[src/phy_mac_pkg.sv]
package phy_mac_pkg;
   // System clock and nibble clock rates
   localparam int SYS_CLK_HZ = 100_000_000;
   localparam int NIB_HZ_100 = 25_000_000;
   localparam int NIB_HZ_10 = 2_500_000;
   localparam logic [4:0] HALF_100 = 5'(SYS_CLK_HZ / (2 * NIB_HZ_100));
   localparam logic [4:0] HALF_10 = 5'(SYS_CLK_HZ / (2 * NIB_HZ_10));
   // Synchroniser depth, counted before straps are trusted
   localparam logic [1:0] SYNC_STAGES = 2'h2;
   // Receive buffer shape
   localparam int NIB_W = 4;
   localparam int FIFO_DEPTH = 16;
   // Wishbone byte offsets
   localparam logic [3:0] ADR_CTRL = 4'h0;
   localparam logic [3:0] ADR_STATUS = 4'h4;
   localparam logic [3:0] ADR_STRAP = 4'h8;
   // Control register fields
   localparam int CTRL_SPEED100 = 0;
   localparam int CTRL_FULLDUP = 1;
   localparam int CTRL_SOFTRST = 2;
   localparam int CTRL_MODE_LO = 3;
   localparam logic CTRL_SPEED_RST = 1'b1;
   localparam logic CTRL_DUP_RST = 1'b0;
   localparam logic [1:0] CTRL_MODE_RST = 2'h0;
   // Consolidated status field positions
   localparam int ST_LINK = 0;
   localparam int ST_SPEED = 1;
   localparam int ST_DUP = 2;
   localparam int ST_COL = 3;
   localparam int ST_ADDR_LO = 4;
   localparam int ST_VALID = 9;
   localparam int ST_MODE_LO = 10;
   // Management frame
   localparam logic [5:0] PREAMBLE_LEN = 6'h20;
   localparam logic [5:0] HDR_BITS = 6'h0D;
   localparam logic [5:0] DATA_BITS = 6'h10;
   localparam logic [1:0] OP_WRITE = 2'h1;
   localparam logic [1:0] OP_READ = 2'h2;
   localparam logic [4:0] MREG_CTRL = 5'h00;
   localparam logic [4:0] MREG_STATUS = 5'h01;
   localparam logic [4:0] MREG_CONSOL = 5'h11;
   localparam int MC_SOFTRST = 15;
   localparam int MC_SPEED = 13;
   localparam int MC_DUP = 8;
   localparam int MS_LINK = 2;
   typedef enum logic [3:0] {
      MD_PRE = 4'h1,
      MD_HDR = 4'h2,
      MD_TA = 4'h4,
      MD_DATA = 4'h8
   } mdState_t;
endpackage : phy_mac_pkg

[src/phy_mac_side.sv]
// What this block does
// - Frames move as 4-bit nibbles on separate transmit and receive paths, 10 or 100.
// - Received nibbles go out on rxd with rxClk, qualified by rxDv.
// - This block generates both nibble clocks toward the MAC.
// - Nibble clocks run 25 MHz at 100 Mbps and 2.5 MHz at 10 Mbps.
// - While power-on reset runs, MAC pins and line transmit stay undriven.
// - When reset completes, line transmit is enabled again, and MAC pins too unless the address is zero.
// - Management uses one two-way data line timed by the manager's clock.
// - Management port works in every MAC interface mode.
// - One consolidated status register gives key link status in one read.
// - Five pins show activity, collision, link, transmit and receive.
// - Strap pins are inputs in reset, sampled at exit, outputs afterward.
// - Software reset neither resamples straps nor changes their direction.
// - Sampled strap levels form the management address.
// - Asserted LED level is the inverse of the sampled strap level.
// - Address zero keeps the MAC data interface undriven.
module phy_mac_side (
   input wire logic sys_clk,
   input wire logic resetn,
   input wire logic wb_cyc_i,
   input wire logic wb_stb_i,
   input wire logic wb_we_i,
   input wire logic [3:0] wb_adr_i,
   input wire logic [3:0] wb_sel_i,
   input wire logic [31:0] wb_dat_i,
   output logic [31:0] wb_dat_o,
   output logic wb_ack_o,
   output logic txClk,
   output logic rxClk,
   output logic macOe,
   input wire logic txEn,
   input wire logic [3:0] txd,
   output logic [3:0] rxd,
   output logic rxDv,
   input wire logic mdc,
   input wire logic mdioIn,
   output logic mdioOut,
   output logic mdioOe,
   input wire logic [3:0] rxInData,
   input wire logic rxInValid,
   output logic rxInReady,
   output logic [3:0] txOutData,
   output logic txOutValid,
   output logic lineTxOe,
   input wire logic collisionInd,
   input wire logic linkGoodInd,
   input wire logic strap0ActivityLedIn,
   output logic strap0ActivityLedOut,
   output logic strap0ActivityLedOe,
   input wire logic strap1CollisionLedIn,
   output logic strap1CollisionLedOut,
   output logic strap1CollisionLedOe,
   input wire logic strap2LinkGoodLedIn,
   output logic strap2LinkGoodLedOut,
   output logic strap2LinkGoodLedOe,
   input wire logic strap3TxDataLedIn,
   output logic strap3TxDataLedOut,
   output logic strap3TxDataLedOe,
   input wire logic strap4RxDataLedIn,
   output logic strap4RxDataLedOut,
   output logic strap4RxDataLedOe
);
   typedef struct packed {
      logic [1:0] mdcSync;
      logic [1:0] mdioSync;
      logic mdcLast;
      logic [4:0] strapSync1;
      logic [4:0] strapSync2;
      logic txEnSync1;
      logic txEnSync2;
      logic [3:0] txdSync1;
      logic [3:0] txdSync2;
      logic [1:0] relCnt;
      logic strapsValid;
      logic [4:0] strapLevel;
      logic [4:0] ledOut;
      logic [4:0] divCnt;
      logic nibClk;
      logic [3:0] rxd;
      logic rxDv;
      logic [3:0] txNib;
      logic txNibValid;
      logic speed100;
      logic fullDup;
      logic [1:0] ifMode;
      phy_mac_pkg::mdState_t md;
      logic [5:0] mdCnt;
      logic [12:0] hdr;
      logic [15:0] mdData;
      logic mdRead;
      logic mdioOut;
      logic mdioOe;
      logic wbAck;
      logic [31:0] wbDat;
   } state_t;

   state_t r_reg, r_next;
   logic fifoOutValid, fifoOutReady;
   logic [3:0] fifoOutData;
   logic [4:0] strapPins;
   logic [4:0] ledInd;

   // Consolidated status word, shared by both register paths
   function automatic logic [15:0] consolStatus(input state_t s, input logic col,
      input logic link);
      logic [15:0] v;
      v = '0;
      v[phy_mac_pkg::ST_LINK] = link;
      v[phy_mac_pkg::ST_SPEED] = s.speed100;
      v[phy_mac_pkg::ST_DUP] = s.fullDup;
      v[phy_mac_pkg::ST_COL] = col;
      v[phy_mac_pkg::ST_ADDR_LO +: 5] = s.strapLevel;
      v[phy_mac_pkg::ST_VALID] = s.strapsValid;
      v[phy_mac_pkg::ST_MODE_LO +: 2] = s.ifMode;
      return v;
   endfunction : consolStatus

   assign strapPins = {strap4RxDataLedIn, strap3TxDataLedIn, strap2LinkGoodLedIn,
      strap1CollisionLedIn, strap0ActivityLedIn};

   assign ledInd = {r_reg.rxDv, r_reg.txEnSync2, linkGoodInd, collisionInd,
      r_reg.rxDv | r_reg.txEnSync2};

   // Straps drive only after their sample is held
   assign strap0ActivityLedOe = r_reg.strapsValid;
   assign strap1CollisionLedOe = r_reg.strapsValid;
   assign strap2LinkGoodLedOe = r_reg.strapsValid;
   assign strap3TxDataLedOe = r_reg.strapsValid;
   assign strap4RxDataLedOe = r_reg.strapsValid;
   assign strap0ActivityLedOut = r_reg.ledOut[0];
   assign strap1CollisionLedOut = r_reg.ledOut[1];
   assign strap2LinkGoodLedOut = r_reg.ledOut[2];
   assign strap3TxDataLedOut = r_reg.ledOut[3];
   assign strap4RxDataLedOut = r_reg.ledOut[4];

   // Isolation until straps are held, and for address zero
   assign macOe = r_reg.strapsValid && (r_reg.strapLevel != 5'h00);
   assign lineTxOe = r_reg.strapsValid;

   // Both clocks sourced here from one divider
   assign txClk = r_reg.nibClk;
   assign rxClk = r_reg.nibClk;
   assign rxd = r_reg.rxd;
   assign rxDv = r_reg.rxDv;
   assign txOutData = r_reg.txNib;
   assign txOutValid = r_reg.txNibValid;
   assign mdioOut = r_reg.mdioOut;
   assign mdioOe = r_reg.mdioOe;
   assign wb_ack_o = r_reg.wbAck;
   assign wb_dat_o = r_reg.wbDat;

   stream_fifo #(
      .WIDTH(phy_mac_pkg::NIB_W),
      .DEPTH(phy_mac_pkg::FIFO_DEPTH)
   ) rxFifo (
      .sys_clk(sys_clk),
      .resetn(resetn),
      .inValid(rxInValid),
      .inReady(rxInReady),
      .inData(rxInData),
      .outValid(fifoOutValid),
      .outReady(fifoOutReady),
      .outData(fifoOutData)
   );

   logic [4:0] half;
   logic toggle, rise, fall, mdcRise, bitIn, softRst;
   logic [12:0] hdrFull;
   logic [15:0] regVal;

   // Drain one nibble per falling nibble-clock edge, so the buffer backs up
   assign fifoOutReady = fall & macOe;

   always_comb
   begin
      r_next = r_reg;
      softRst = 1'b0;
      hdrFull = {r_reg.hdr[11:0], r_reg.mdioSync[1]};
      regVal = '0;

      r_next.mdcSync = {r_reg.mdcSync[0], mdc};
      r_next.mdioSync = {r_reg.mdioSync[0], mdioIn};
      r_next.mdcLast = r_reg.mdcSync[1];
      r_next.strapSync1 = strapPins;
      r_next.strapSync2 = r_reg.strapSync1;
      r_next.txEnSync1 = txEn;
      r_next.txEnSync2 = r_reg.txEnSync1;
      r_next.txdSync1 = txd;
      r_next.txdSync2 = r_reg.txdSync1;

      // Capture once after release, then hold
      if (!r_reg.strapsValid)
      begin
         if (r_reg.relCnt == phy_mac_pkg::SYNC_STAGES)
         begin
            r_next.strapLevel = r_reg.strapSync2;
            r_next.strapsValid = 1'b1;
         end
         else
         begin
            r_next.relCnt = r_reg.relCnt + 2'h1;
         end
      end
      // LED on drives the opposite of the strap
      // Uses the level being captured now, so the first driven cycle is already right
      r_next.ledOut = r_next.strapLevel ^ ledInd;

      half = r_reg.speed100 ? phy_mac_pkg::HALF_100 : phy_mac_pkg::HALF_10;
      toggle = r_reg.divCnt >= half - 5'h01;
      rise = toggle & ~r_reg.nibClk;
      fall = toggle & r_reg.nibClk;
      r_next.divCnt = toggle ? 5'h00 : r_reg.divCnt + 5'h01;
      r_next.nibClk = r_reg.nibClk ^ toggle;

      // Sample the MAC at the rising edge after the one it launched from
      r_next.txNibValid = rise & macOe & r_reg.txEnSync2;
      if (rise & macOe)
      begin
         r_next.txNib = r_reg.txdSync2;
      end

      // Receive nibbles change on the falling edge
      if (!macOe)
      begin
         r_next.rxDv = 1'b0;
         r_next.rxd = 4'h0;
      end
      else if (fall)
      begin
         r_next.rxDv = fifoOutValid;
         r_next.rxd = fifoOutValid ? fifoOutData : 4'h0;
      end

      // Management frames, bit-timed by the manager's clock only
      mdcRise = r_reg.mdcSync[1] & ~r_reg.mdcLast;
      bitIn = r_reg.mdioSync[1];
      if (mdcRise)
      begin
         case (r_reg.md)
            phy_mac_pkg::MD_PRE:
            begin
               if (bitIn)
               begin
                  if (r_reg.mdCnt != phy_mac_pkg::PREAMBLE_LEN)
                  begin
                     r_next.mdCnt = r_reg.mdCnt + 6'h01;
                  end
               end
               else if (r_reg.mdCnt == phy_mac_pkg::PREAMBLE_LEN)
               begin
                  r_next.md = phy_mac_pkg::MD_HDR;
                  r_next.mdCnt = 6'h01;
               end
               else
               begin
                  r_next.mdCnt = 6'h00;
               end
            end
            phy_mac_pkg::MD_HDR:
            begin
               r_next.hdr = hdrFull;
               r_next.mdCnt = r_reg.mdCnt + 6'h01;
               if (r_reg.mdCnt == phy_mac_pkg::HDR_BITS)
               begin
                  r_next.mdCnt = 6'h00;
                  r_next.md = phy_mac_pkg::MD_PRE;
                  if (hdrFull[12] && r_reg.strapsValid
                     && hdrFull[9:5] == r_reg.strapLevel)
                  begin
                     // Consolidated status in a single read
                     case (hdrFull[4:0])
                        phy_mac_pkg::MREG_CTRL:
                        begin
                           regVal[phy_mac_pkg::MC_SPEED] = r_reg.speed100;
                           regVal[phy_mac_pkg::MC_DUP] = r_reg.fullDup;
                        end
                        phy_mac_pkg::MREG_STATUS:
                        begin
                           regVal[phy_mac_pkg::MS_LINK] = linkGoodInd;
                        end
                        phy_mac_pkg::MREG_CONSOL:
                        begin
                           regVal = consolStatus(r_reg, collisionInd, linkGoodInd);
                        end
                        default:
                        begin
                           regVal = '0;
                        end
                     endcase
                     if (hdrFull[11:10] == phy_mac_pkg::OP_READ
                        || hdrFull[11:10] == phy_mac_pkg::OP_WRITE)
                     begin
                        r_next.md = phy_mac_pkg::MD_TA;
                        r_next.mdRead = hdrFull[11:10] == phy_mac_pkg::OP_READ;
                        r_next.mdData = regVal;
                     end
                  end
               end
            end
            phy_mac_pkg::MD_TA:
            begin
               r_next.mdCnt = r_reg.mdCnt + 6'h01;
               if (r_reg.mdCnt == 6'h00)
               begin
                  r_next.mdioOe = r_reg.mdRead;
                  r_next.mdioOut = 1'b0;
               end
               else
               begin
                  r_next.md = phy_mac_pkg::MD_DATA;
                  r_next.mdCnt = 6'h00;
                  r_next.mdioOut = r_reg.mdData[15];
                  if (r_reg.mdRead)
                  begin
                     r_next.mdData = {r_reg.mdData[14:0], 1'b0};
                  end
               end
            end
            phy_mac_pkg::MD_DATA:
            begin
               r_next.mdCnt = r_reg.mdCnt + 6'h01;
               if (r_reg.mdRead)
               begin
                  r_next.mdioOut = r_reg.mdData[15];
                  r_next.mdData = {r_reg.mdData[14:0], 1'b0};
               end
               else
               begin
                  r_next.mdData = {r_reg.mdData[14:0], bitIn};
               end
               if (r_reg.mdCnt == phy_mac_pkg::DATA_BITS - 6'h01)
               begin
                  r_next.md = phy_mac_pkg::MD_PRE;
                  r_next.mdCnt = 6'h00;
                  r_next.mdioOe = 1'b0;
                  r_next.mdioOut = 1'b0;
                  if (!r_reg.mdRead && r_reg.hdr[4:0] == phy_mac_pkg::MREG_CTRL)
                  begin
                     r_next.speed100 = r_reg.mdData[phy_mac_pkg::MC_SPEED - 1];
                     r_next.fullDup = r_reg.mdData[phy_mac_pkg::MC_DUP - 1];
                     softRst = r_reg.mdData[phy_mac_pkg::MC_SOFTRST - 1];
                  end
               end
            end
            default:
            begin
               r_next.md = phy_mac_pkg::MD_PRE;
               r_next.mdCnt = 6'h00;
               r_next.mdioOe = 1'b0;
            end
         endcase
      end

      // Wishbone slave: one wait state, unmapped reads zero
      r_next.wbAck = wb_cyc_i & wb_stb_i & ~r_reg.wbAck;
      if (wb_cyc_i & wb_stb_i & ~r_reg.wbAck)
      begin
         r_next.wbDat = 32'h0000_0000;
         case (wb_adr_i)
            phy_mac_pkg::ADR_CTRL:
            begin
               r_next.wbDat[phy_mac_pkg::CTRL_SPEED100] = r_reg.speed100;
               r_next.wbDat[phy_mac_pkg::CTRL_FULLDUP] = r_reg.fullDup;
               r_next.wbDat[phy_mac_pkg::CTRL_MODE_LO +: 2] = r_reg.ifMode;
               if (wb_we_i & wb_sel_i[0])
               begin
                  r_next.speed100 = wb_dat_i[phy_mac_pkg::CTRL_SPEED100];
                  r_next.fullDup = wb_dat_i[phy_mac_pkg::CTRL_FULLDUP];
                  r_next.ifMode = wb_dat_i[phy_mac_pkg::CTRL_MODE_LO +: 2];
                  softRst = wb_dat_i[phy_mac_pkg::CTRL_SOFTRST];
               end
            end
            phy_mac_pkg::ADR_STATUS:
            begin
               r_next.wbDat[15:0] = consolStatus(r_reg, collisionInd, linkGoodInd);
            end
            phy_mac_pkg::ADR_STRAP:
            begin
               r_next.wbDat[4:0] = r_reg.strapLevel;
               r_next.wbDat[5] = r_reg.strapsValid;
            end
            default:
            begin
               r_next.wbDat = 32'h0000_0000;
            end
         endcase
      end

      // Software reset restores control and restarts the nibble divider; straps keep level and direction
      if (softRst)
      begin
         r_next.speed100 = phy_mac_pkg::CTRL_SPEED_RST;
         r_next.fullDup = phy_mac_pkg::CTRL_DUP_RST;
         r_next.ifMode = phy_mac_pkg::CTRL_MODE_RST;
         r_next.divCnt = 5'h00;
         r_next.nibClk = 1'b0;
      end
   end

   always_ff @(posedge sys_clk)
   begin
      if (!resetn)
      begin
         r_reg <= '0;
         r_reg.speed100 <= phy_mac_pkg::CTRL_SPEED_RST;
         r_reg.fullDup <= phy_mac_pkg::CTRL_DUP_RST;
         r_reg.ifMode <= phy_mac_pkg::CTRL_MODE_RST;
         r_reg.md <= phy_mac_pkg::MD_PRE;
      end
      else
      begin
         r_reg <= r_next;
      end
   end
endmodule : phy_mac_side

[src/stream_fifo.sv]
module stream_fifo #(
   parameter int WIDTH = 4,
   parameter int DEPTH = 16
) (
   input wire logic sys_clk,
   input wire logic resetn,
   input wire logic inValid,
   output logic inReady,
   input wire logic [WIDTH-1:0] inData,
   output logic outValid,
   input wire logic outReady,
   output logic [WIDTH-1:0] outData
);
   localparam int AW = $clog2(DEPTH);
   typedef struct packed {
      logic [DEPTH-1:0][WIDTH-1:0] mem;
      logic [AW-1:0] wrIdx;
      logic [AW-1:0] rdIdx;
      logic [AW:0] cnt;
   } fifo_t;
   fifo_t r_reg, r_next;
   logic push, pop;
   assign inReady = r_reg.cnt != (AW+1)'(DEPTH);
   assign outValid = r_reg.cnt != '0;
   assign outData = r_reg.mem[r_reg.rdIdx];
   always_comb
   begin
      r_next = r_reg;
      push = inValid & inReady;
      pop = outValid & outReady;
      if (push)
      begin
         r_next.mem[r_reg.wrIdx] = inData;
         r_next.wrIdx = r_reg.wrIdx + 1'b1;
      end
      if (pop)
      begin
         r_next.rdIdx = r_reg.rdIdx + 1'b1;
      end
      r_next.cnt = r_reg.cnt + (AW+1)'(push) - (AW+1)'(pop);
   end
   always_ff @(posedge sys_clk)
   begin
      if (!resetn)
      begin
         r_reg <= '0;
      end
      else
      begin
         r_reg <= r_next;
      end
   end
endmodule : stream_fifo

[config.mk]
export PLATFORM = sky130hd
export DESIGN_NAME = phy_mac_side
export DESIGN_NICKNAME = d
export VERILOG_FILES = /design/src/phy_mac_pkg.sv /design/src/phy_mac_side.sv /design/src/stream_fifo.sv
export SDC_FILE = /design/constraint.sdc
export NUM_CORES = 1
export LEC_CHECK = 0
export ABC_CLOCK_PERIOD_IN_PS = 7550
export BUFFER_PORTS_ARGS = -buffer_cell sky130_fd_sc_hd__buf_2
export CAP_MARGIN = 20
export CORE_UTILIZATION = 60
export CTS_CLUSTER_DIAMETER = 80
export DETAILED_ROUTE_END_ITERATION = 8
export PLACE_DENSITY = 0.83
export SETUP_SLACK_MARGIN = 0.15
export SLEW_MARGIN = 20
export SYNTH_ARGS = -nofsm -noshare
export SYNTH_HDL_FRONTEND = slang
export SYNTH_SLANG_ARGS = --single-unit
export TNS_END_PERCENT = 30
[constraint.sdc]
create_clock -name sys_clk -period 7.55 [get_ports sys_clk]
set_clock_uncertainty 0.15 [all_clocks]
set_input_delay 0.755 -clock sys_clk [delete_from_list [all_inputs] [get_ports sys_clk]]
set_output_delay 0.755 -clock sys_clk [all_outputs]
set_load 0.005 [all_outputs]
### Yosys cells after proc, flatten, opt, wreduce, memory -nomap -nowiden

Cells that the tools add are included.

* register bits: 193
* logic and storage cells: 197
* output and inout port bits: 60
* bits of input ports: 64

* mux-type cells: 58
* $lt $le $gt $ge: 4
* bitwise operators: 21
* equal/unequal tests: 28
* $add $sub $neg: 8
* reduce and logical (&&, ||, !) cells: 28

Operators by type and width (count)
* 64-bit bitwise mux: 1
* 17-bit two-way mux: 3
* 16-bit one-hot mux with 3 select lines: 1
* 10-bit one-hot mux with 4 select lines: 1
* 4-bit two-way mux: 9
* 16-bit two-way mux: 2
* 10-bit two-way mux: 3
* 6-bit two-way mux: 5
* 2-bit != test, second input constant: 9
* 4-bit binary-select mux with 4-bit select: 1
* 4-bit demux with 4-bit select: 1
* 1-bit two-way mux: 13
* 6-bit by 4-bit == test with 1-bit output, second input constant: 2
* 2-bit two-way mux: 6
* 2-bit one-hot mux with 3 select lines: 2
* 1-bit AND: 11
* 5-bit logical NOT: 2
* 4-bit by 5-bit < comparator with 1-bit output, second input constant: 2
* 5-bit two-way mux: 2
* 1-bit one-hot mux with 2 select lines: 5
* 5-bit nonzero test: 2
* 4-bit by 1-bit adder with 4-bit output, second input constant: 2
* 4-bit by 3-bit == test with 1-bit output, second input constant: 2
* 4-bit == test, second input constant: 2
* 40 further kinds: 58

### Logic depth before layout (Yosys ltp)

Gate-level depths: netlist (run 1).

* word-level depth: 10
* depth in mapped cells: 16

### By module

A second synthesis (run 1) with hierarchy kept.

* cell total of the unflattened synthesis: 932
* area total of the unflattened synthesis: 9135.0 um^2

By module, submodules not included
* phy_mac_side: instances 1, area each 5223.8 um^2, cells each 584
* stream_fifo: instances 1, area each 3911.3 um^2, cells each 348

### Worst setup path before layout (run 1)

OpenSTA, ideal clock, no wires.

* path type: reg2reg
* start: register r_reg[78] (netlist bit)
* end: register rxFifo.r_reg[4] (netlist bit)
* stages on the path, launching flop included: 17
* slack: 4.272 ns
* period minus slack after synthesis: 3.278 ns
* arrival time: 3.057 ns
* buffers on the path: 0
* setup time: 0.070 ns
* cells stage by stage: dfxtp_1 > ha_1 > a2111o_1 > a21o_1 > ha_1 > nand3_1 > inv_1 > ha_1 > inv_1 > ha_1 > inv_1 > fa_1 > inv_1 > a21oi_1 > nor2_1 > or3_1 > a21oi_1

* longest elaborated chain between the ends: 7

RTL lines
* from (decl): line phy_mac_side.sv:97 `state_t r_reg, r_next;`
* from (signal assigned): line phy_mac_side.sv:412 `r_reg <= r_next;`
* 5-bit two-way mux: line phy_mac_side.sv:208 `half = r_reg.speed100 ? phy_mac_pkg::HALF_100 : phy_mac_pkg::HALF_10;`
* 5-bit by 1-bit subtractor with 5-bit output: line phy_mac_side.sv:209 `toggle = r_reg.divCnt >= half - 5'h01;`
* 5-bit greater-or-equal comparator: line phy_mac_side.sv:209
* 1-bit AND: line phy_mac_side.sv:211 `fall = toggle & r_reg.nibClk;`
* 1-bit AND: line phy_mac_side.sv:172 `assign fifoOutReady = fall & macOe;`
* 1-bit AND: line stream_fifo.sv:30 `pop = outValid & outReady;`
* via rxFifo.pop: line stream_fifo.sv:22 `logic push, pop;`
* 5-bit by 1-bit subtractor with 5-bit output: line stream_fifo.sv:40 `r_next.cnt = r_reg.cnt + (AW+1)'(push) - (AW+1)'(pop);`
* to (signal assigned): line stream_fifo.sv:50 `r_reg <= r_next;`
* to (decl): line stream_fifo.sv:21 `fifo_t r_reg, r_next;`

The timed path passes the listed nets, and every way through them passes these cells.
A chain may end at the register's enable or synchronous reset.

### Worst setup path after layout (run 1)

Same ends and word-level chain as after synthesis.

==> results.sh, run 1 <==
export IMPL_postCtsHoldBufs=0
export IMPL_routed_wl_um=17700
export IMPL_num_vias=6469
export IMPL_synthAdderAreaFrac_pct=3.27
export IMPL_synthXorXnorAreaFrac_pct=2.33
export IMPL_crit_fanout=7
export IMPL_synth_top_cell_area_share_pct=43.8
export IMPL_die_x_um=122
export IMPL_synth_area_leaders="dfxtp_1 44%, mux2i_1 9.5%, nor2_1 4.7%"
export IMPL_synth_commonest_cells="189 x dfxtp_1, 109 x nor2_1, 82 x mux2i_1"
export IMPL_ys_warn_count=0
export IMPL_hold_viol_final=0
export IMPL_finalMaxSlewViolations=0
export IMPL_fin_crit_sh_pct=49.3
export IMPL_die_h_um=122
export IMPL_synth_async_reset_ratio_pct=0
export IMPL_drt_initial_drc_count=572
export IMPL_grt_usage_pct=24.9
export IMPL_synth_edf_count=0
export IMPL_fmax_mhz=269
export IMPL_cp_required_ns=7.75
export IMPL_start_util_pct=61.8
export IMPL_antenna_left=0
export IMPL_gp_congestion=0.831
export IMPL_grt_overflow=0
export IMPL_powerDensity_nw_per_um2=248
export IMPL_synth_compound_area_share_pct=9.72
export IMPL_tritoncts="done"
export IMPL_crit_path_end_kind="flop"
export IMPL_irDropWorstVdd_mv=0.199
export IMPL_power_mw=2.33
export IMPL_r2r_start="r_reg[78]$_SDFF_PP1_"
export IMPL_worst_pin_slew_ns=1.04
export IMPL_syn_avg_cell_area_um2=9.42
export IMPL_insertion_delay_ns=0.44
export IMPL_synth_area_mux_share_pct=14.3
export IMPL_outcome="completed"
export IMPL_leakage_nw=4.02
export IMPL_yosys_area_share_simple_pct=19.0
export IMPL_crit_path_start_kind="flop"
export IMPL_antenna_found_initial=0
export IMPL_post_route_util_pct=67.1
export IMPL_hold_path_end="bitIn$_SDFF_PN0_"
export IMPL_dpl_hpwl_um=11600
export IMPL_grt_max_degree=98
export IMPL_criticalPathCategory="flop to flop"
export IMPL_timing_hold_ws_ns=0.281
export IMPL_fin_setup_tns_ns=0
export IMPL_r2r_end="rxFifo.r_reg[4]$_SDFF_PN0_"
export IMPL_cts_resized=0
export IMPL_avgRoutedWirePerCell_um=15.8
export IMPL_min_delay_start="r_next[130]$_SDFF_PN0_"
export IMPL_cts_sinks=189
export IMPL_dr_pass1_iters=5
export IMPL_path_clk_slew_ns=0.06
export IMPL_grt_pass1_wl_um=29200
export IMPL_yosysUniqueCellTypes=66
export IMPL_yosysSeqAreaShare_pct=43.7
export IMPL_syn_area_um2=8650
export IMPL_viasPerCell=5.76
export IMPL_hold_path_depth=1
export IMPL_synth_seq_cells=189
export IMPL_slew_limit_headroom_pct=30.4
export IMPL_die_area_um2=14900
export IMPL_post_cts_buffers=0
export IMPL_nets=1017
export IMPL_synth_cells=918
export IMPL_num_rows=43
export IMPL_io_buffers=73
export IMPL_crit_arrival_ns=3.92
export IMPL_cts_buffer_depth=2
export IMPL_core_area_um2=14000
export IMPL_finalSetupViolCount=0
export IMPL_reg2reg_setup_slack_ns=3.83
export IMPL_htree_num_levels=4
export IMPL_root_buffer="clkbuf_16"
export IMPL_hp_class="flop to flop"
export IMPL_yosysTopAreaCell="dfxtp_1"
export IMPL_yosys_most_used_dff="dfxtp_1"
export IMPL_worst_r2r_cell_count=16
export IMPL_n_antenna_cell=0
export IMPL_drive_above_1_share_pct=15.1
export IMPL_yosysMostFrequentCell="dfxtp_1"
export IMPL_maxCapViolCount=0
export IMPL_min_period_ns=3.72
export IMPL_first_global_vias=6039
export IMPL_drc=0
export IMPL_synth_top_family_by_area="simple AND/OR/NAND/NOR gates"
export IMPL_area_growth_syn_to_layout_pct=8.58
export IMPL_cts_made_buffers=17
export IMPL_rsz0062_at_grt="no"
export IMPL_largest_reg_flops=77
export IMPL_io_pins=124
==> final cells by class <==
cell class                 instances  area [um2]
timing repair buffer              76         388
tap                              180         225
clock inverter                    12         194
sequential                       189        3780
multi-input combinational        628        4280
clock buffer                      19         443
inverter                          19        73.8
fill                            1074        4600
==> worst max path at each step <==
stage,start,endpoint,slack [ns]
finish,r_reg[78]$_SDFF_PP1_,rxFifo.r_reg[4]$_SDFF_PN0_,3.83
CTS,r_reg[78]$_SDFF_PP1_,rxFifo.r_reg[4]$_SDFF_PN0_,3.81
detailed placement,r_reg[78]$_SDFF_PP1_,rxFifo.r_reg[4]$_SDFF_PN0_,3.86
floorplan,r_reg[78]$_SDFF_PP1_,rxFifo.r_reg[4]$_SDFF_PN0_,4.27
global placement,r_reg[78]$_SDFF_PP1_,rxFifo.r_reg[4]$_SDFF_PN0_,3.94
global route,r_reg[78]$_SDFF_PP1_,rxFifo.r_reg[4]$_SDFF_PN0_,3.60
==> cells by family after synthesis <==
| group | count (synthesis) |
|---|---|
| compound gates | 129 |
| xor+xnor | 23 |
| fa+ha+maj | 22 |
| buf+inv | 120 |
| flops | 189 |
| mux | 103 |
| other cells | 1 |
| simple gates | 331 |
==> layout by cell type, fill, tap and decap left out, types with 17 or more instances in the layout <==
cell / synthesis / layout
nor2_1: 109 / 108
buf_2: 6 / 73
mux2i_1: 82 / 82
inv_1: 19 / 18
and2_1: 31 / 31
ha_1: 21 / 21
dfxtp_1: 189 / 189
a211oi_1: 20 / 20
nand2_1: 77 / 77
clkbuf_16: 0 / 17
a21oi_1: 42 / 42
nand3_1: 40 / 40
conb_1: 1 / 20
==> per-stage QoR <==
stage,cell area [um2],setup slack (ns),std cells
after CTS,9390,3.81,1123
after global routing,9390,3.60,1123
after floorplan,8720,4.27,937
after detailed placement,8750,3.86,1092
final,9390,3.83,1123
after global placement,8750,3.94,1092
==> worst max-delay path: stages, from the launching register on <==
cell and delay [ns]:
dfxtp_1 0.49, ha_1 0.30, a2111o_1 0.36, a21o_1 0.27
ha_1 0.27, nand3_1 0.18, inv_1 0.10, ha_1 0.28
inv_1 0.04, ha_1 0.19, inv_1 0.07, fa_1 0.20
inv_1 0.05, a21oi_1 0.14, nor2_1 0.06, or3_1 0.34
a21oi_1 0.15
==> per-layer routing <==
metal	vias up	global-route usage, %	wire, um
li1	3160	-	-
met1	3080	32.8	8020
met2	200	40.6	8370
met3	29	4.92	1010
met4	0	8.99	331
met5	-	0	0
==> report_power, final <==
part	total (mW)	internal [mW]	switching [mW]
clock	0.965	0.592	0.373
sequential	1.08	1.04	0.0371
combinational	0.288	0.124	0.164
total	2.33	1.76	0.574
No activity file was read; power rests on OpenSTA's default activity.
==> run 2, diff against run 1 <==
--- a/config.mk
+++ b/config.mk
@@ -5,13 +5,14 @@
 export SDC_FILE = /design/constraint.sdc
 export NUM_CORES = 1
 export LEC_CHECK = 0
-export ABC_CLOCK_PERIOD_IN_PS = 7550
+export ABC_AREA = 1
+export ABC_CLOCK_PERIOD_IN_PS = 3400
 export BUFFER_PORTS_ARGS = -buffer_cell sky130_fd_sc_hd__buf_2
 export CAP_MARGIN = 20
-export CORE_UTILIZATION = 60
+export CORE_UTILIZATION = 52
 export CTS_CLUSTER_DIAMETER = 80
 export DETAILED_ROUTE_END_ITERATION = 8
-export PLACE_DENSITY = 0.83
+export PLACE_DENSITY = 0.76
 export SETUP_SLACK_MARGIN = 0.15
 export SLEW_MARGIN = 20
 export SYNTH_ARGS = -nofsm -noshare
==> constraint.sdc (replaced) <==
create_clock -name sys_clk -period 3.4 [get_ports sys_clk]
set_clock_uncertainty 0.15 [all_clocks]
set_input_delay 0.34 -clock sys_clk [delete_from_list [all_inputs] [get_ports sys_clk]]
set_output_delay 0.34 -clock sys_clk [all_outputs]
set_load 0.005 [all_outputs]
==> run 2 against run 1 <==
Clock-buffer cell count shrank 2; worst hold slack got worse by 0.26 ns; first-iteration DRC count is 12% higher; wire length is 17% higher; die area grew 20%; core utilization fell by 7.1 points; non-clock buffer count increased by 17; clock power increased by 110%; largest cell class unchanged; largest power group unchanged.
==> results.sh, run 2 <==
export IMPL_outcome="completed"
export IMPL_synth_top_cell_area_share_pct=41.8
export IMPL_pwr_share_clk_pct=38.5
export IMPL_crit_path_end_kind="flop"
export IMPL_fill_cells=1527
export IMPL_p_switching_mw=1.60
export IMPL_irDropWorstVdd_mv=0.387
export IMPL_insertion_delay_ns=0.44
export IMPL_reg2reg_setup_slack_ns=0.42
export IMPL_fmax_mhz=336
export IMPL_core_area_um2=16800
export IMPL_antenna_left=0
export IMPL_seq_power_share_pct=45.4
export IMPL_crit_cells=17
export IMPL_n_antenna_cell=0
export IMPL_synth_async_reset_ratio_pct=0
export IMPL_path_clk_slew_ns=0.07
export IMPL_htree_num_levels=4
export IMPL_io_pins=124
export IMPL_grt_max_degree=144
export IMPL_yosys_most_used_dff="dfxtp_1"
export IMPL_yosysMostFrequentCell="nand2_1"
export IMPL_finalMaxSlewViolations=0
export IMPL_die_x_um=134
export IMPL_hold_viol_final=0
export IMPL_antenna_found_initial=0
export IMPL_mostFrequentLayoutCell="nand2_1"
export IMPL_worst_slack_ns=0.422
export IMPL_io_buffers=73
export IMPL_tritoncts="done"
export IMPL_synth_cells=1321
export IMPL_maxCapViolCount=0
export IMPL_path_delay_family="adder cells"
export IMPL_combPwrFrac_pct=16.2
export IMPL_yosysSeqAreaShare_pct=41.8
export IMPL_r2r_end="rxFifo.r_reg[4]$_SDFF_PN0_"
export IMPL_cts_made_buffers=17
export IMPL_switching_share_pct=29.7
export IMPL_min_period_ns=2.98
export IMPL_crit_path_max_incr_delay_ns=0.35
export IMPL_p_int_mw=3.78
export IMPL_area_growth_syn_to_layout_pct=11.1
export IMPL_final_cell_mix="303 x nand2_1, 192 x inv_1, 188 x dfxtp_1"
export IMPL_crit_start="r_reg[91]$_SDFF_PP0_"
export IMPL_worst_r2r_cell_count=17
export IMPL_endpoint="rxFifo.r_reg[4]$_SDFF_PN0_"
export IMPL_synth_commonest_cells="303 x nand2_1, 192 x inv_1, 189 x dfxtp_1"
export IMPL_synth_edf_count=0
export IMPL_cpMostUsedCell="ha_1"
export IMPL_drt_initial_drc_count=641
export IMPL_grt_pass1_wl_um=34800
export IMPL_criticalPathCategory="flop to flop"
export IMPL_post_place_ws_ns=0.291
export IMPL_nets=1448
export IMPL_crit_arrival_ns=3.16
export IMPL_worst_pin_slew_ns=0.890
export IMPL_slew_limit_headroom_pct=40.6
export IMPL_die_h_um=134
export IMPL_cts_buffer_depth=2
export IMPL_crit_fanout=4
export IMPL_syn_area_um2=9050
export IMPL_path_buf_inv=3
export IMPL_viasPerCell=5.04
export IMPL_yosysTopAreaCell="dfxtp_1"
export IMPL_dpl_hpwl_um=13700
export IMPL_fin_setup_tns_ns=0
export IMPL_crit_path_top_delay_cell="fa_2"
export IMPL_powerDensity_nw_per_um2=535
export IMPL_largest_reg_flops=77
export IMPL_drc=0
export IMPL_syn_avg_cell_area_um2=6.85
export IMPL_synth_area_leaders="dfxtp_1 42%, nand2_1 13%, inv_1 8.0%"
export IMPL_first_global_vias=7346
export IMPL_fin_crit_sh_pct=87.6
export IMPL_cp_required_ns=3.58
export IMPL_grt_usage_pct=24.0
export IMPL_dr_pass1_iters=6
export IMPL_routed_wl_um=20700
export IMPL_yosysUniqueCellTypes=35
export IMPL_rsz0062_at_grt="no"
export IMPL_r2r_start="r_reg[91]$_SDFF_PP0_"
export IMPL_gp_congestion=0.862
export IMPL_synth_seq_cells=189
export IMPL_drive_above_1_share_pct=9.89
export IMPL_num_vias=8036
export IMPL_hp_class="primary input to flop"
export IMPL_finalSetupViolCount=0
export IMPL_root_buffer="clkbuf_16"
export IMPL_grt_overflow=0
export IMPL_die_area_um2=17900
export IMPL_cts_sinks=189
export IMPL_leakage_nw=4.61
export IMPL_avgRoutedWirePerCell_um=13.0
export IMPL_crit_path_start_kind="flop"
export IMPL_start_util_pct=54.0
export IMPL_crit_path_cell_trace="ha_1, nand2_1, nand2_1, a21oi_2, inv_1, ha_1, nand2_1, nor2_2, ha_1, inv_1, ha_1, inv_1, fa_2, nor2_1, o21ai_1, a21oi_1, nor3_2"
export IMPL_num_rows=47
export IMPL_ys_warn_count=0
[run 2: per-stage QoR]
step	hold WS [ns]	power, mW	utilization, %	area, um2	cells
6_report	0.0164	5.38	60.0	10100	1595
5_1_grt	0.0270	5.65	60.0	10100	1595
4_1_cts	0.00657	5.39	59.9	10000	1595
3_5_place_dp	0.249	3.31	55.5	9300	1551
3_3_place_gp	0.242	3.29	55.5	9300	1551
2_1_floorplan	0.240	3.09	-	9120	1340
[run 2: timing repair]
action                                 in CTS  in global routing
gates resized for setup                     0                  7
setup endpoints to repair                   0                  1
buffers inserted                            0                  0
hold buffers                               12                  0
endpoints found under the hold margin      12                  0
[run 2: cell type report]
cell class                      count  area, um2  area share, %
Sequential cell                   189       3780           37.6
Multi-Input combinational cell    864       4070           40.5
Clock buffer                       17        425           4.23
Clock inverter                     15        193           1.92
Timing Repair Buffer               93        561           5.57
Inverter                          197        742           7.38
Tap cell                          220        275           2.74
[run 2: per-layer routing]
metal	vias to the layer above	wire, um	GRT usage (%)
met5	-	0	0
met4	0	439	10.1
met3	44	1130	4.50
met2	234	9390	37.2
met1	3550	9720	32.8
li1	4208	-	-
[run 2: worst min path at each step]
stage,start,end,cells past startpoint
5_1_grt,wb_dat_i[4],r_reg[76]$_SDFFE_PP0P_,3
3_3_place_gp,r_next[109]$_SDFF_PN0_,r_reg[109]$_SDFF_PN0_,2
4_1_cts,wb_dat_i[4],r_reg[76]$_SDFFE_PP0P_,3
6_report,wb_dat_i[3],r_reg[75]$_SDFFE_PP0P_,3
3_5_place_dp,r_next[109]$_SDFF_PN0_,r_reg[109]$_SDFF_PN0_,2
2_1_floorplan,r_next[130]$_SDFF_PN0_,bitIn$_SDFF_PN0_,2
[run 2: worst min-delay path: cells and delay by family]
family / cells / cell delay (ns)
AOI/OAI and AO/OA: 1 / 0.06
and+or+nand+nor: 1 / 0.06
buffers and inverters: 1 / 0.10
[run 2: kinds of logic (layout without fill, tap and decap cells)]
logic type      count (synthesis)  after routing  share of synthesized area, %
simple gates                  581            581                          27.2
compound gates                237            237                          13.3
flops                         189            189                          41.8
other cells                     1             20                        0.0415
fa+ha+maj                      22             22                          3.13
buf+inv                       287            322                          14.1
xor+xnor                        4              4                         0.387
[run 2: power by group through the flow]
stage / sequential, mW / clock, mW / combinational [mW]
after floorplan: 2.48 / 0 / 0.613
after global placement: 2.48 / 0 / 0.806
after detailed placement: 2.49 / 0 / 0.825
after CTS: 2.44 / 2.10 / 0.848
after global routing: 2.46 / 2.19 / 1.00
final: 2.44 / 2.07 / 0.871
==> run 3, diff against run 2 <==
--- a/config.mk
+++ b/config.mk
@@ -5,7 +5,6 @@
 export SDC_FILE = /design/constraint.sdc
 export NUM_CORES = 1
 export LEC_CHECK = 0
-export ABC_AREA = 1
 export ABC_CLOCK_PERIOD_IN_PS = 3400
 export BUFFER_PORTS_ARGS = -buffer_cell sky130_fd_sc_hd__buf_2
 export CAP_MARGIN = 20
@@ -14,8 +13,9 @@
 export DETAILED_ROUTE_END_ITERATION = 8
 export PLACE_DENSITY = 0.76
 export SETUP_SLACK_MARGIN = 0.15
-export SLEW_MARGIN = 20
+export SLEW_MARGIN = 5
 export SYNTH_ARGS = -nofsm -noshare
 export SYNTH_HDL_FRONTEND = slang
+export SYNTH_HIERARCHICAL = 1
 export SYNTH_SLANG_ARGS = --single-unit
 export TNS_END_PERCENT = 30
==> run 3 against run 2 <==
Non-clock buffer count increased by 26; sequential share of layout area fell by 1.1 points; sequential power is 2% lower; clock-buffer cell count increased by 3.
==> results.sh, run 3 <==
export IMPL_powerDensity_nw_per_um2=525
export IMPL_yosysTopAreaCell="dfxtp_1"
export IMPL_crit_fanout=2
export IMPL_crit_path_top_delay_cell="a2111o_1"
export IMPL_hp_class="primary input to flop"
export IMPL_cts_made_buffers=17
export IMPL_grt_pass1_wl_um=31500
export IMPL_avgRoutedWirePerCell_um=15.6
export IMPL_yosysUniqueCellTypes=72
export IMPL_synth_compound_area_share_pct=9.57
export IMPL_synthAdderAreaFrac_pct=3.10
export IMPL_first_global_vias=6253
export IMPL_grt_usage_pct=22.0
export IMPL_worst_pin_slew_ns=0.960
export IMPL_mostFrequentLayoutCell="dfxtp_1"
export IMPL_worst_slack_ns=0.134
export IMPL_routed_wl_um=19200
export IMPL_core_area_um2=17200
export IMPL_slew_limit_headroom_pct=35.1
export IMPL_path_clk_slew_ns=0.07
export IMPL_regArea_um2=3790
export IMPL_syn_avg_cell_area_um2=9.80
export IMPL_dr_pass1_iters=6
export IMPL_largest_reg_flops=77
export IMPL_dpl_cell_area_um2=9510
export IMPL_synth_area_mux_share_pct=13.3
export IMPL_drive_above_1_share_pct=20.4
export IMPL_antenna_left=0
export IMPL_antenna_found_initial=0
export IMPL_io_pins=124
export IMPL_crit_path_max_incr_delay_ns=0.37
export IMPL_die_area_um2=18100
export IMPL_synth_top_family_by_area="simple AND/OR/NAND/NOR gates"
export IMPL_synth_seq_cells=189
export IMPL_dpl_hpwl_um=12900
export IMPL_finalSetupViolCount=0
export IMPL_criticalPathCategory="flop to flop"
export IMPL_path_delay_family="adder cells"
export IMPL_insertion_delay_ns=0.43
export IMPL_crit_path_start_kind="flop"
export IMPL_crit_arrival_ns=3.44
export IMPL_start_util_pct=53.0
export IMPL_cp_required_ns=3.58
export IMPL_rsz0062_at_grt="yes"
export IMPL_num_rows=48
export IMPL_irDropWorstVdd_mv=0.393
export IMPL_die_h_um=135
export IMPL_hold_viol_final=0
export IMPL_io_buffers=73
export IMPL_htree_num_levels=4
export IMPL_power_mw=5.45
export IMPL_root_buffer="clkbuf_16"
export IMPL_fill_cells=1430
export IMPL_area_growth_syn_to_layout_pct=13.6
export IMPL_grt_max_degree=125
export IMPL_synth_top_cell_area_share_pct=41.4
export IMPL_synth_async_reset_ratio_pct=0
export IMPL_finalMaxSlewViolations=0
export IMPL_crit_path_end_kind="flop"
export IMPL_n_antenna_cell=0
export IMPL_fin_crit_sh_pct=96.1
export IMPL_synth_commonest_cells="189 x dfxtp_1, 84 x mux2i_1, 83 x nand2_1"
export IMPL_cts_buffer_depth=2
export IMPL_tritoncts="done"
export IMPL_path_buf_inv=2
export IMPL_crit_path_cell_trace="ha_4, a2111o_1, a21o_1, ha_2, and2_4, nand2_4, inv_2, ha_4, inv_2, ha_4, fa_2, a21oi_2, nor2_1, or3_1, and3_1"
export IMPL_yosysSeqAreaShare_pct=41.4
export IMPL_synth_edf_count=0
export IMPL_die_x_um=135
export IMPL_cts_sinks=189
export IMPL_yosysMostFrequentCell="dfxtp_1"
export IMPL_viasPerCell=5.44
export IMPL_num_vias=6664
export IMPL_synth_cells=932
export IMPL_min_period_ns=3.27
export IMPL_ys_warn_count=6
export IMPL_outcome="completed"
export IMPL_leakage_nw=3.75
export IMPL_fmax_mhz=306
export IMPL_yosys_most_used_dff="dfxtp_1"
export IMPL_drc=0
export IMPL_syn_area_um2=9140
export IMPL_fin_area_um2=10400
export IMPL_post_place_ws_ns=0.0539
export IMPL_gp_congestion=0.823
export IMPL_cpMostUsedCell="ha_4"
export IMPL_drt_initial_drc_count=453
export IMPL_nets=1075
export IMPL_final_cell_mix="187 x dfxtp_1, 84 x mux2i_1, 82 x nand2_1"
export IMPL_maxCapViolCount=0
export IMPL_synthXorXnorAreaFrac_pct=2.21
export IMPL_synth_area_leaders="dfxtp_1 41%, mux2i_1 9.2%, nor2b_1 4.9%"
export IMPL_grt_overflow=0
export IMPL_multi_input_area_um2=4830
export IMPL_yosys_area_share_simple_pct=23.2
## run 3: cell count changes after synthesis, moves of 9 or more
cell	delta
nand3_1	-89
a31oi_1	+14
a211oi_2	+9
mux2i_1	+84
inv_1	-177
a21oi_1	-89
nor2b_1	+71
o21ai_0	-92
mux4_2	+16
nor2_1	-78
xnor2_1	+15
and2_1	+41
nand2_1	-220
a22oi_1	+22
## run 3: final cells by class
class	count	share of cell area (%)
clock buffers	20	4.30
clock inverters	11	1.97
inverters	17	0.615
multi-input cells	645	46.6
flip-flops and latches	189	36.5
well taps	225	2.71
repair buffers	119	7.33
## run 3: path summary, 6_finish.rpt
check	from	endpoint	slack, ns	depth (start not counted)
setup / recovery	r_reg[78]$_SDFF_PP1_	rxFifo/r_reg[4]$_SDFF_PN0_	0.13	15
hold / removal	wb_dat_i[1]	r_reg[77]$_SDFF_PP0_	0.04	3
setup reg to reg	r_reg[78]$_SDFF_PP1_	rxFifo/r_reg[4]$_SDFF_PN0_	0.13	15
hold reg to reg	r_next[109]$_SDFF_PN0_	r_reg[109]$_SDFF_PN0_	0.28	1
## run 3: where the power goes
part | switching, mW | internal [mW]
combinational | 0.466 | 0.392
clock | 0.855 | 1.33
sequential | 0.0861 | 2.31
## run 3: timing repair
action / in CTS / in global routing
hold endpoints to repair: 15 / 0
endpoints found under the setup margin: 1 / 1
pin swaps: 5 / 4
gates resized for setup: 2 / 3
buffers inserted: 4 / 2
hold buffers: 15 / 0
## run 3: cell families (layout without fill, tap and decap cells)
kind of cell	after synthesis	count (layout)
compound gates	122	122
xor+xnor	23	23
fa+ha+maj	22	22
buf+inv	117	167
flops	189	189
mux	101	101
other cells	1	20
simple gates	357	357
## run 3: through the flow
step	hold WS (ns)	std cells	util [%]	TNS, ns
6_report	0.0398	1226	60.2	0
3_5_place_dp	0.271	1174	55.2	0
2_1_floorplan	0.262	951	-	-0.0551
5_1_grt	0.0532	1226	60.2	0
4_1_cts	0.0271	1224	60.1	0
3_3_place_gp	0.268	1174	55.2	0
## run 3: worst min-delay path, delay by kind of cell
kind	cells	cell delay (ns)
AO/OA/AOI/OAI	1	0.05
AND/OR/NAND/NOR	1	0.09
buffers and inverters	1	0.09
## run 3: routing by layer
metal / vias up / share of wire, % / global-route usage [%]
li1: 3307 / - / -
met1: 3176 / 48 / 30.2
met2: 156 / 46 / 34.3
met3: 25 / 4.2 / 4.43
met4: 0 / 1.7 / 7.93
met5: - / 0 / 0
